### src/rtl/iom_consts.svh
`ifndef IOM_CONSTS_SVH
`define IOM_CONSTS_SVH

// serial frame layout
`define IOM_FRAME_BITS 16
`define IOM_BYTE_BITS 8
`define IOM_CNT_W 5
`define IOM_CMD_MSB 15
`define IOM_CMD_LSB 14
`define IOM_ADDR_MSB 13
`define IOM_ADDR_LSB 9
`define IOM_FB_ADDR_MSB 5
`define IOM_FB_ADDR_LSB 1
`define IOM_CMD_WRITE 2'h1

// register addresses and reset values
`define IOM_ADDR_PIN_MODE 5'h11
`define IOM_ADDR_IRQ_EN 5'h12
`define IOM_PIN_MODE_RST 8'h00
`define IOM_IRQ_EN_RST 8'h00

// pin field codes
`define IOM_MODE_OFF 2'h0
`define IOM_MODE_WAKE 2'h1
`define IOM_MODE_DRV_A 2'h2
`define IOM_MODE_DRV_B 2'h3

// interrupt enable bit positions
`define IOM_EN_CAN 7
`define IOM_EN_MCU 6
`define IOM_EN_LIN2 5
`define IOM_EN_LIN1 4
`define IOM_EN_IO 3
`define IOM_EN_SAFE 2
`define IOM_EN_VMON 0

// fault source vector positions
`define IOM_SRC_CAN 5
`define IOM_SRC_LIN2 4
`define IOM_SRC_LIN1 3
`define IOM_SRC_IO 2
`define IOM_SRC_SAFE 1
`define IOM_SRC_VMON 0
`define IOM_NUM_SRC 6

`endif

### src/rtl/iom_pkg.sv
package iom_pkg;
  // phase of the serial frame receiver
  typedef enum logic [1:0] {IOM_PH_IDLE, IOM_PH_SHIFT, IOM_PH_DROP} iom_phase_type;
  // one decoded pin: wake enable, low-side driver, high-side driver
  typedef struct packed {
    logic wake;
    logic low_side;
    logic high_side;
  } iom_pin_drive_type;
endpackage

### src/rtl/iom_spi_frame_rx.sv
`include "iom_consts.svh"

// frame receiver: samples mosi on sclk rise, shifts miso on sclk fall
module iom_spi_frame_rx
  import iom_pkg::*;
(
  input wire logic core_clk,
  input wire logic rst,
  input wire logic sclk,
  input wire logic cs_n,
  input wire logic mosi,
  input wire logic [7:0] tx_byte,
  output logic miso,
  output logic [15:0] frame_word,
  output logic frame_valid,
  output logic [7:0] first_byte
);
  iom_phase_type phase_r;
  logic sclk_prev_r;
  logic [`IOM_CNT_W-1:0] cnt_r;
  logic [15:0] shift_r;
  logic [7:0] tx_sh_r;
  logic load_pend_r;
  logic miso_r;
  logic valid_r;
  logic rise;
  logic fall;

  assign rise = sclk & ~sclk_prev_r;
  assign fall = ~sclk & sclk_prev_r;
  assign frame_word = shift_r;
  assign first_byte = shift_r[7:0];
  assign frame_valid = valid_r;
  assign miso = miso_r;

  always_ff @(posedge core_clk) begin
    if (rst) sclk_prev_r <= 1'b0;
    else sclk_prev_r <= sclk;
  end

  // frame phase; a frame of any length other than 16 bits is dropped
  always_ff @(posedge core_clk) begin
    if (rst) begin
      phase_r <= IOM_PH_IDLE;
      cnt_r <= '0;
      shift_r <= '0;
      valid_r <= 1'b0;
    end else begin
      valid_r <= 1'b0;
      case (phase_r)
        IOM_PH_IDLE: begin
          cnt_r <= '0;
          if (!cs_n) phase_r <= IOM_PH_SHIFT;
        end
        IOM_PH_SHIFT: begin
          if (cs_n) begin
            phase_r <= IOM_PH_IDLE;
            valid_r <= (cnt_r == `IOM_CNT_W'(`IOM_FRAME_BITS));
          end else if (rise) begin
            if (cnt_r == `IOM_CNT_W'(`IOM_FRAME_BITS)) phase_r <= IOM_PH_DROP;
            else begin
              shift_r <= {shift_r[14:0], mosi};
              cnt_r <= cnt_r + `IOM_CNT_W'(1);
            end
          end
        end
        IOM_PH_DROP: begin
          if (cs_n) phase_r <= IOM_PH_IDLE;
        end
        default: phase_r <= IOM_PH_IDLE;
      endcase
    end
  end

  // answer byte is loaded one cycle after the first byte lands
  always_ff @(posedge core_clk) begin
    if (rst) begin
      load_pend_r <= 1'b0;
      tx_sh_r <= '0;
      miso_r <= 1'b0;
    end else if (cs_n) begin
      load_pend_r <= 1'b0;
      miso_r <= 1'b0;
    end else begin
      load_pend_r <= rise && phase_r == IOM_PH_SHIFT
                     && cnt_r == `IOM_CNT_W'(`IOM_BYTE_BITS - 1);
      if (load_pend_r) tx_sh_r <= tx_byte;
      else if (fall && cnt_r >= `IOM_CNT_W'(`IOM_BYTE_BITS)
               && cnt_r < `IOM_CNT_W'(`IOM_FRAME_BITS)) begin
        miso_r <= tx_sh_r[7];
        tx_sh_r <= {tx_sh_r[6:0], 1'b0};
      end
    end
  end
endmodule // iom_spi_frame_rx

### src/rtl/iom_io_mode_irq_regs.sv
`include "iom_consts.svh"

// Summary of operation
// - A register write is a 16-bit frame whose first byte holds command, address and qualifier and whose second byte is the data.
// - The pin mode register holds four 2-bit fields, pin 3 in bits 7:6 down to pin 0 in bits 1:0.
// - Field value 00 keeps the pin driver off and ignores the pin as a wake source.
// - Field value 01 keeps the driver off and makes pin transitions a wake source.
// - On pins 0 and 1, value 10 enables the low-side driver and 11 the high-side driver.
// - On pins 2 and 3, values 10 and 11 both enable the high-side driver.
// - Enable bit 7 lets CAN failures assert the interrupt output.
// - Enable bit 6 requests one interrupt when it becomes enabled, not repeated while it stays set.
// - The requested interrupt needs bits 6 and 2 both set; bit 6 alone does nothing.
// - Enable bit 5 lets second LIN faults assert the interrupt output, and clearing it suppresses them.
// - Enable bit 4 lets first LIN faults assert the interrupt output, and clearing it suppresses them.
// - Enable bit 3 lets I/O pin failures assert the interrupt output, and clearing it suppresses them.
// - Enable bit 2 lets safety events assert the interrupt output.
// - Enable bit 0 lets regulator monitoring events assert the interrupt output.
module iom_io_mode_irq_regs
  import iom_pkg::*;
#(
  parameter int INT_PULSE_CYCLES = 10
) (
  input wire logic core_clk,
  input wire logic rst,
  input wire logic sclk,
  input wire logic cs_n,
  input wire logic mosi,
  output logic miso,
  input wire logic [3:0] io_pin,
  input wire logic can_fault,
  input wire logic second_lin_fault,
  input wire logic first_lin_fault,
  input wire logic io_fault,
  input wire logic safe_fault,
  input wire logic vmon_fault,
  input wire logic [5:0] fault_clear,
  output logic [5:0] fault_seen_r,
  output logic [3:0] low_side_driver_r,
  output logic [3:0] high_side_driver_r,
  output logic [3:0] wake_enable_r,
  output logic [3:0] wake_event_r,
  output logic [7:0] pin_mode_config_r,
  output logic [7:0] irq_source_enable_r,
  output logic int_n_r
);
  localparam int CNT_W = $clog2(INT_PULSE_CYCLES + 1);

  generate
    if (INT_PULSE_CYCLES < 1) begin : g_bad_pulse
      $error("INT_PULSE_CYCLES must be at least one");
    end
  endgenerate

  logic [15:0] frame_word;
  logic frame_valid;
  logic [7:0] first_byte;
  logic [7:0] tx_byte;
  logic [3:0] pin_prev_r;
  logic [5:0] fault_in;
  logic mcu_arm;
  logic mcu_arm_prev_r;
  logic mcu_start;
  logic [CNT_W-1:0] mcu_cnt_r;
  logic wr_pin;
  logic wr_irq;
  logic miso_int;
  logic [3:0] dec_low;
  logic [3:0] dec_high;
  logic [3:0] dec_wake;

  // field decode shared by all four pins
  function automatic iom_pin_drive_type pin_drive(input logic [1:0] code, input logic low_ok);
    iom_pin_drive_type d;
    d = '0;
    case (code)
      `IOM_MODE_OFF: d = '0;
      `IOM_MODE_WAKE: d.wake = 1'b1;
      `IOM_MODE_DRV_A: begin
        d.low_side = low_ok;
        d.high_side = !low_ok;
      end
      `IOM_MODE_DRV_B: d.high_side = 1'b1;
      default: d = '0;
    endcase
    return d;
  endfunction

  // enable bits reordered into the fault source vector
  function automatic logic [5:0] src_enables(input logic [7:0] en);
    return {en[`IOM_EN_CAN], en[`IOM_EN_LIN2], en[`IOM_EN_LIN1],
            en[`IOM_EN_IO], en[`IOM_EN_SAFE], en[`IOM_EN_VMON]};
  endfunction

  // register read-back follows the address in the first byte
  function automatic logic [7:0] read_mux(input logic [4:0] addr, input logic [7:0] pm,
                                          input logic [7:0] en);
    if (addr == `IOM_ADDR_PIN_MODE) return pm;
    else if (addr == `IOM_ADDR_IRQ_EN) return en;
    else return 8'h00;
  endfunction

  iom_spi_frame_rx u_rx (
    .core_clk(core_clk),
    .rst(rst),
    .sclk(sclk),
    .cs_n(cs_n),
    .mosi(mosi),
    .tx_byte(tx_byte),
    .miso(miso_int),
    .frame_word(frame_word),
    .frame_valid(frame_valid),
    .first_byte(first_byte)
  );

  assign miso = miso_int;
  assign tx_byte = read_mux(first_byte[`IOM_FB_ADDR_MSB:`IOM_FB_ADDR_LSB],
                            pin_mode_config_r, irq_source_enable_r);

  // write decode; the qualifier bit in the first byte is not checked
  assign wr_pin = frame_valid && frame_word[`IOM_CMD_MSB:`IOM_CMD_LSB] == `IOM_CMD_WRITE
                  && frame_word[`IOM_ADDR_MSB:`IOM_ADDR_LSB] == `IOM_ADDR_PIN_MODE;
  assign wr_irq = frame_valid && frame_word[`IOM_CMD_MSB:`IOM_CMD_LSB] == `IOM_CMD_WRITE
                  && frame_word[`IOM_ADDR_MSB:`IOM_ADDR_LSB] == `IOM_ADDR_IRQ_EN;

  // control registers load the second byte
  always_ff @(posedge core_clk) begin
    if (rst) begin
      pin_mode_config_r <= `IOM_PIN_MODE_RST;
      irq_source_enable_r <= `IOM_IRQ_EN_RST;
    end else begin
      if (wr_pin) pin_mode_config_r <= frame_word[7:0];
      if (wr_irq) irq_source_enable_r <= frame_word[7:0];
    end
  end

  // per-pin decode kept combinational so the flops below take plain vectors
  always_comb begin
    iom_pin_drive_type d;
    d = '0;
    dec_low = '0;
    dec_high = '0;
    dec_wake = '0;
    for (int i = 0; i < 4; i++) begin
      d = pin_drive(pin_mode_config_r[2*i +: 2], i < 2);
      dec_low[i] = d.low_side;
      dec_high[i] = d.high_side;
      dec_wake[i] = d.wake;
    end
  end

  // pin outputs; low-side only on pins 0 and 1
  always_ff @(posedge core_clk) begin
    if (rst) begin
      low_side_driver_r <= '0;
      high_side_driver_r <= '0;
      wake_enable_r <= '0;
    end else begin
      low_side_driver_r <= dec_low;
      high_side_driver_r <= dec_high;
      wake_enable_r <= dec_wake;
    end
  end

  // wake pulse on any edge of an enabled pin
  always_ff @(posedge core_clk) begin
    if (rst) begin
      pin_prev_r <= '0;
      wake_event_r <= '0;
    end else begin
      pin_prev_r <= io_pin;
      wake_event_r <= wake_enable_r & (io_pin ^ pin_prev_r);
    end
  end

  assign fault_in = {can_fault, second_lin_fault, first_lin_fault,
                     io_fault, safe_fault, vmon_fault};

  // faults recorded whatever the enables say; a new fault beats a clear
  always_ff @(posedge core_clk) begin
    if (rst) fault_seen_r <= '0;
    else fault_seen_r <= (fault_seen_r & ~fault_clear) | fault_in;
  end

  // host request arms only with the safety bit also set
  assign mcu_arm = irq_source_enable_r[`IOM_EN_MCU]
                   & irq_source_enable_r[`IOM_EN_SAFE];
  assign mcu_start = mcu_arm & ~mcu_arm_prev_r;

  // one fixed-width pulse per arming edge
  always_ff @(posedge core_clk) begin
    if (rst) begin
      mcu_arm_prev_r <= 1'b0;
      mcu_cnt_r <= '0;
    end else begin
      mcu_arm_prev_r <= mcu_arm;
      if (mcu_start) mcu_cnt_r <= CNT_W'(INT_PULSE_CYCLES - 1);
      else if (mcu_cnt_r != '0) mcu_cnt_r <= mcu_cnt_r - CNT_W'(1);
    end
  end

  // interrupt output, active low; a fault keeps it low while recorded and enabled
  always_ff @(posedge core_clk) begin
    if (rst) int_n_r <= 1'b1;
    else int_n_r <= !(|(fault_seen_r & src_enables(irq_source_enable_r))
                      || mcu_start || mcu_cnt_r != '0);
  end

  a_pin_write_loads: assert property (@(posedge core_clk) disable iff (rst)
    wr_pin |=> pin_mode_config_r == $past(frame_word[7:0]))
    else $error("pin mode write did not load data byte");

  a_off_field_idle: assert property (@(posedge core_clk) disable iff (rst)
    pin_mode_config_r[1:0] == `IOM_MODE_OFF
    |=> (!low_side_driver_r[0] && !high_side_driver_r[0] && !wake_enable_r[0])
    ##1 wake_event_r[0] == 1'b0)
    else $error("pin 0 off mode still active");

  a_wake_edge_pulse: assert property (@(posedge core_clk) disable iff (rst)
    wake_enable_r[2] && (io_pin[2] != pin_prev_r[2]) |=> wake_event_r[2])
    else $error("wake transition not reported");

  a_low_side_pin1: assert property (@(posedge core_clk) disable iff (rst)
    pin_mode_config_r[3:2] == `IOM_MODE_DRV_A |=> low_side_driver_r[1] && !high_side_driver_r[1])
    else $error("pin 1 low-side mode wrong");

  a_high_side_pin3: assert property (@(posedge core_clk) disable iff (rst)
    pin_mode_config_r[7] |=> high_side_driver_r[3] && !low_side_driver_r[3])
    else $error("pin 3 high-side mode wrong");

  a_mcu_single_pulse: assert property (@(posedge core_clk) disable iff (rst)
    mcu_arm && mcu_arm_prev_r && mcu_cnt_r == '0 |=> mcu_cnt_r == '0 && !mcu_start)
    else $error("host request interrupt repeated");

  a_mcu_needs_safe: assert property (@(posedge core_clk) disable iff (rst)
    !irq_source_enable_r[`IOM_EN_SAFE] && mcu_cnt_r == '0 |=> mcu_cnt_r == '0)
    else $error("host request fired without safety bit");

  a_lin2_irq_out: assert property (@(posedge core_clk) disable iff (rst)
    fault_seen_r[`IOM_SRC_LIN2] && irq_source_enable_r[`IOM_EN_LIN2] |=> !int_n_r)
    else $error("second lin fault not signalled");

  a_fault_recorded: assert property (@(posedge core_clk) disable iff (rst)
    first_lin_fault |=> fault_seen_r[`IOM_SRC_LIN1])
    else $error("first lin fault not recorded");

  a_masked_quiet: assert property (@(posedge core_clk) disable iff (rst)
    (fault_seen_r & src_enables(irq_source_enable_r)) == '0 && mcu_cnt_r == '0
    && !mcu_start |=> int_n_r)
    else $error("interrupt without enabled cause");
endmodule // iom_io_mode_irq_regs

### config.mk
export PLATFORM = sky130hd
export DESIGN_NAME = iom_io_mode_irq_regs
export DESIGN_NICKNAME = d
export VERILOG_FILES = /design/src/rtl/iom_pkg.sv /design/src/rtl/iom_spi_frame_rx.sv /design/src/rtl/iom_io_mode_irq_regs.sv
export VERILOG_INCLUDE_DIRS = /design/src /design/src/rtl
export SDC_FILE = /design/constraint.sdc
export NUM_CORES = 1
export LEC_CHECK = 0
export BUFFER_PORTS_ARGS = -buffer_cell sky130_fd_sc_hd__buf_2
export CAP_MARGIN = 20
export CORE_ASPECT_RATIO = 0.75
export CORE_MARGIN = 2
export CORE_UTILIZATION = 55
export CTS_CLUSTER_SIZE = 16
export DETAILED_ROUTE_END_ITERATION = 10
export GPL_TIMING_DRIVEN = 0
export PLACE_DENSITY = 0.82
export SLEW_MARGIN = 25
export SYNTH_ARGS = -nofsm -noshare
export SYNTH_HDL_FRONTEND = slang
export SYNTH_SLANG_ARGS = --single-unit
### constraint.sdc
create_clock -name core_clk -period 4.5 [get_ports core_clk]
set_input_delay 0.675 -clock core_clk [delete_from_list [all_inputs] [get_ports core_clk]]
set_output_delay 0.675 -clock core_clk [all_outputs]
set_load 0.02 [all_outputs]
==> results.md <==
* Outcome: finished clean
* Final GP Congestion at 0.862
* Die Span X at approximately 94 um
* Mapped cell area at between 3000 and 4000 um2
* Transition time of the tightest slew-check pin at just under 1 ns
* Die Span Y at ~70 um
* P_leak at about 1.8 nW
* CP max FO at 10
* R2R cell count at 7
* Fin. max-slew vios at 0
* Post-cts hold buffer count at 0
* Hold_sp: u_rx.frame_word[8]
* Post-synthesis cell type count at 47
* Worst Hold Class: reg2reg
* Clock sink count at roughly 80
* Reg2reg end: u_rx.frame_word[11]
* Vias at between 2,000 and 3,000
* Layout cells sized above 1 at 0.201
* # diodes at 0
* Postcts setup bufs at 0
* Starting density of the core at 0.573
* Hold WS at approximately 0.47 ns
* Final period util at 0.460
* Worst path max stage delay at about 0.49 ns
* Worst min-delay path endpoint: u_rx.frame_word[8]
* DR pass1 iterations at 4
* Top delay family on crit path: simple AND/OR/NAND/NOR gates
* Fmax at 0.483 GHz
* CTS-repair resized insts at 0
* Number of global-route vias before repair at 2,637
* Slowest CP cell: nor3_4
* Maximum number of pins on one net before global-route repair at 16
* Max_cap viols at 0
* FILL cells at approximately 470
* DRC violations left at 0
* Num rows at 24
* I/O Buffers at 57
* Max_slew headroom at 0.351
* Worst-case clock buffer depth at 2
* Yosys warning total at 0
* Final setup viols at 0
* Crit. path cell count at 7
* IO Pins at 61
* Critical Path End Type: flop
* Clock Latency Late Sink at roughly 0.36 ns
* Global route total overflow at 0
* CP Class: reg2reg
* Initial antenna violation count at 0
* Max IR drop VDD at ~0.17 mV
* Sequential area share after synthesis at 0.484
* Total Die Area at ~6700 um2
* H-tree depth at 3
* Final Hold Viols at 0
* Area grow syn2layout at 18.3%
* Reg2Reg Launch Point: u_rx.cnt_r[0]
* Clock transition at the registers of the reported paths at 0.09 ns
* TritonCTS clock tree: done
* First DRT Iteration DRCs at 186
* Worst Path Buf+Inv at 3
* Clock skew at approximately 0.0055 ns
* Area of the multi-input gates at approximately 1600 um2
* Crit path required time at 4.79 ns
* Final WS setup at 2.43 ns
* R2R Setup Slk at 2.43 ns
* Worst slack, placed at 2.23 ns
* Most used flip-flop cell after synthesis: dfxtp_1
* HPWL after detailed placement at 5740 um
* Register area at 1620 um2
* Tmin final at just over 2 ns
* First-pass GRT wire length at 12,700 um
* Layout Nets at between 400 and 500
* CP startpoint kind: flop
* Total track usage at 0.249
* Placed instance count at 485
* Number of synthesized flops with an enable pin at 0
* CP Cell Sequence: inv_1, ha_1, and4bb_1, buf_6, nor3_4, buf_12, mux2i_1
* Syn Inst Count at approximately 350
* Clock Tree Root: clkbuf_8
* Total CTS buffers at 9
* CP arrival at approximately 2.4 ns
* Core Footprint at between 5000 and 6000 um2
* Pwr dens at ~380 nW/um2
* Mapped Avg Cell Area at roughly 9.6 um2
* RSZ-0062 raised after global routing: no
* Non-filler cells in the finished layout at about 500
* Post-route ant nets at 0
* #FFs+latches synth at 81
* Asr flop ratio synth at 0
* DR WL/cell at around 16 um
* Final setup TNS at 0 ns
* Hold Crit Depth at 2
* Post-Route WL at 8050 um
* Vias per cell at 5.70
## report_power, final
group	internal, mW	switching [mW]	leakage, nW
Sequential	0.741	0.0184	0.657
Clock	0.319	0.279	0.116
Combinational	0.0637	0.0768	1.02
Total	1.12	0.374	1.80
## registers in the layout (all words and copies together) (netlist names), 4 cells and up
name and flops:
pin_mode_config_r 8, pin_prev_r 4, u_rx.tx_sh_r 8, wake_event_r 4
u_rx.cnt_r 5, high_side_driver_r 4, mcu_cnt_r 4, wake_enable_r 4
u_rx.frame_word 16, fault_seen_r 6, irq_source_enable_r 8
## how the worst max path moves through the flow
stage | start | endpoint | slack, ns
2_1_floorplan | cs_n | u_rx.frame_word[6] | 2.55
3_3_place_gp | cs_n | u_rx.frame_word[13] | 2.29
3_5_place_dp | cs_n | u_rx.frame_word[12] | 2.23
4_1_cts | u_rx.cnt_r[0] | u_rx.frame_word[11] | 2.43
5_1_grt | u_rx.cnt_r[0] | u_rx.frame_word[11] | 2.32
6_report | u_rx.cnt_r[0] | u_rx.frame_word[11] | 2.43
## cell usage after synthesis (8+ instances only)
master	count	share of area
nand2_1	49	0.055
inv_1	16	0.018
and3b_1	16	0.042
a21oi_1	11	0.016
clkbuf_1	13	0.015
dfxtp_1	81	0.48
mux2i_1	33	0.099
nand2b_1	12	0.022
o21ai_0	8	0.012
a31oi_1	11	0.021
nor2_1	17	0.019
## placed cells by master (no fill, tap or decap), types with 2 or more instances in the layout
master and count:
clkbuf_8 9, inv_1 16, a22oi_1 2, nor2_1 17, or4_1 5, nand2_1 49
buf_4 2, conb_1 2, o21ai_0 8, mux2i_1 33, nand3_1 5, clkinv_4 2
dfxtp_1 81, buf_6 2, o211ai_1 6, or4b_1 2, nand2b_1 12, o311ai_0 7
nor3_1 2, and3_1 7, nand4b_1 3, bufinv_16 2, or3b_2 2, a31oi_1 11
nor4bb_1 2, and3b_1 16, a21oi_1 11, buf_2 58, nor2b_1 7, ha_1 3
xor2_1 4, nor3b_1 2, clkbuf_1 13
## worst min-delay path: stages (launching register included)
cell and delay (ns):
dfxtp_1 0.30, nand2_1 0.07, mux2i_1 0.06
## layer usage
layer | wire length, um | global-route usage | up-vias
met3 | 604 | 0.0883 | 12
met5 | 0 | 0 | -
li1 | - | - | 1365
met4 | 113 | 0.0660 | 0
met1 | 3710 | 0.339 | 1368
met2 | 3620 | 0.379 | 111
## area by class of cell
cell class | count | area share
multi-input combinational | 232 | 0.392
clock buffer | 9 | 0.0312
buffer | 20 | 0.0290
tap | 78 | 0.0246
inverter | 17 | 0.0161
timing repair buffer | 57 | 0.0719
clock inverter | 7 | 0.0259
sequential | 81 | 0.409
## cells by family after synthesis
kind of cell	Yosys count	share of synthesized area
fa+ha+maj	3	0.0112
simple gates	140	0.244
mux	33	0.0985
other cells	1	0.00112
xor+xnor	5	0.0131
flops	81	0.484
buf+inv	37	0.0534
compound gates	49	0.0952
## per-stage QoR
stage | power [mW] | util | area (um2)
after detailed placement | 0.917 | 0.639 | 3740
after global placement | 0.907 | 0.639 | 3740
after CTS | 1.50 | 0.677 | 3970
after global routing | 1.55 | 0.677 | 3970
final | 1.50 | 0.677 | 3970
after floorplan | 0.874 | - | 3360
Note: power is estimated with default switching activity, not from simulation.
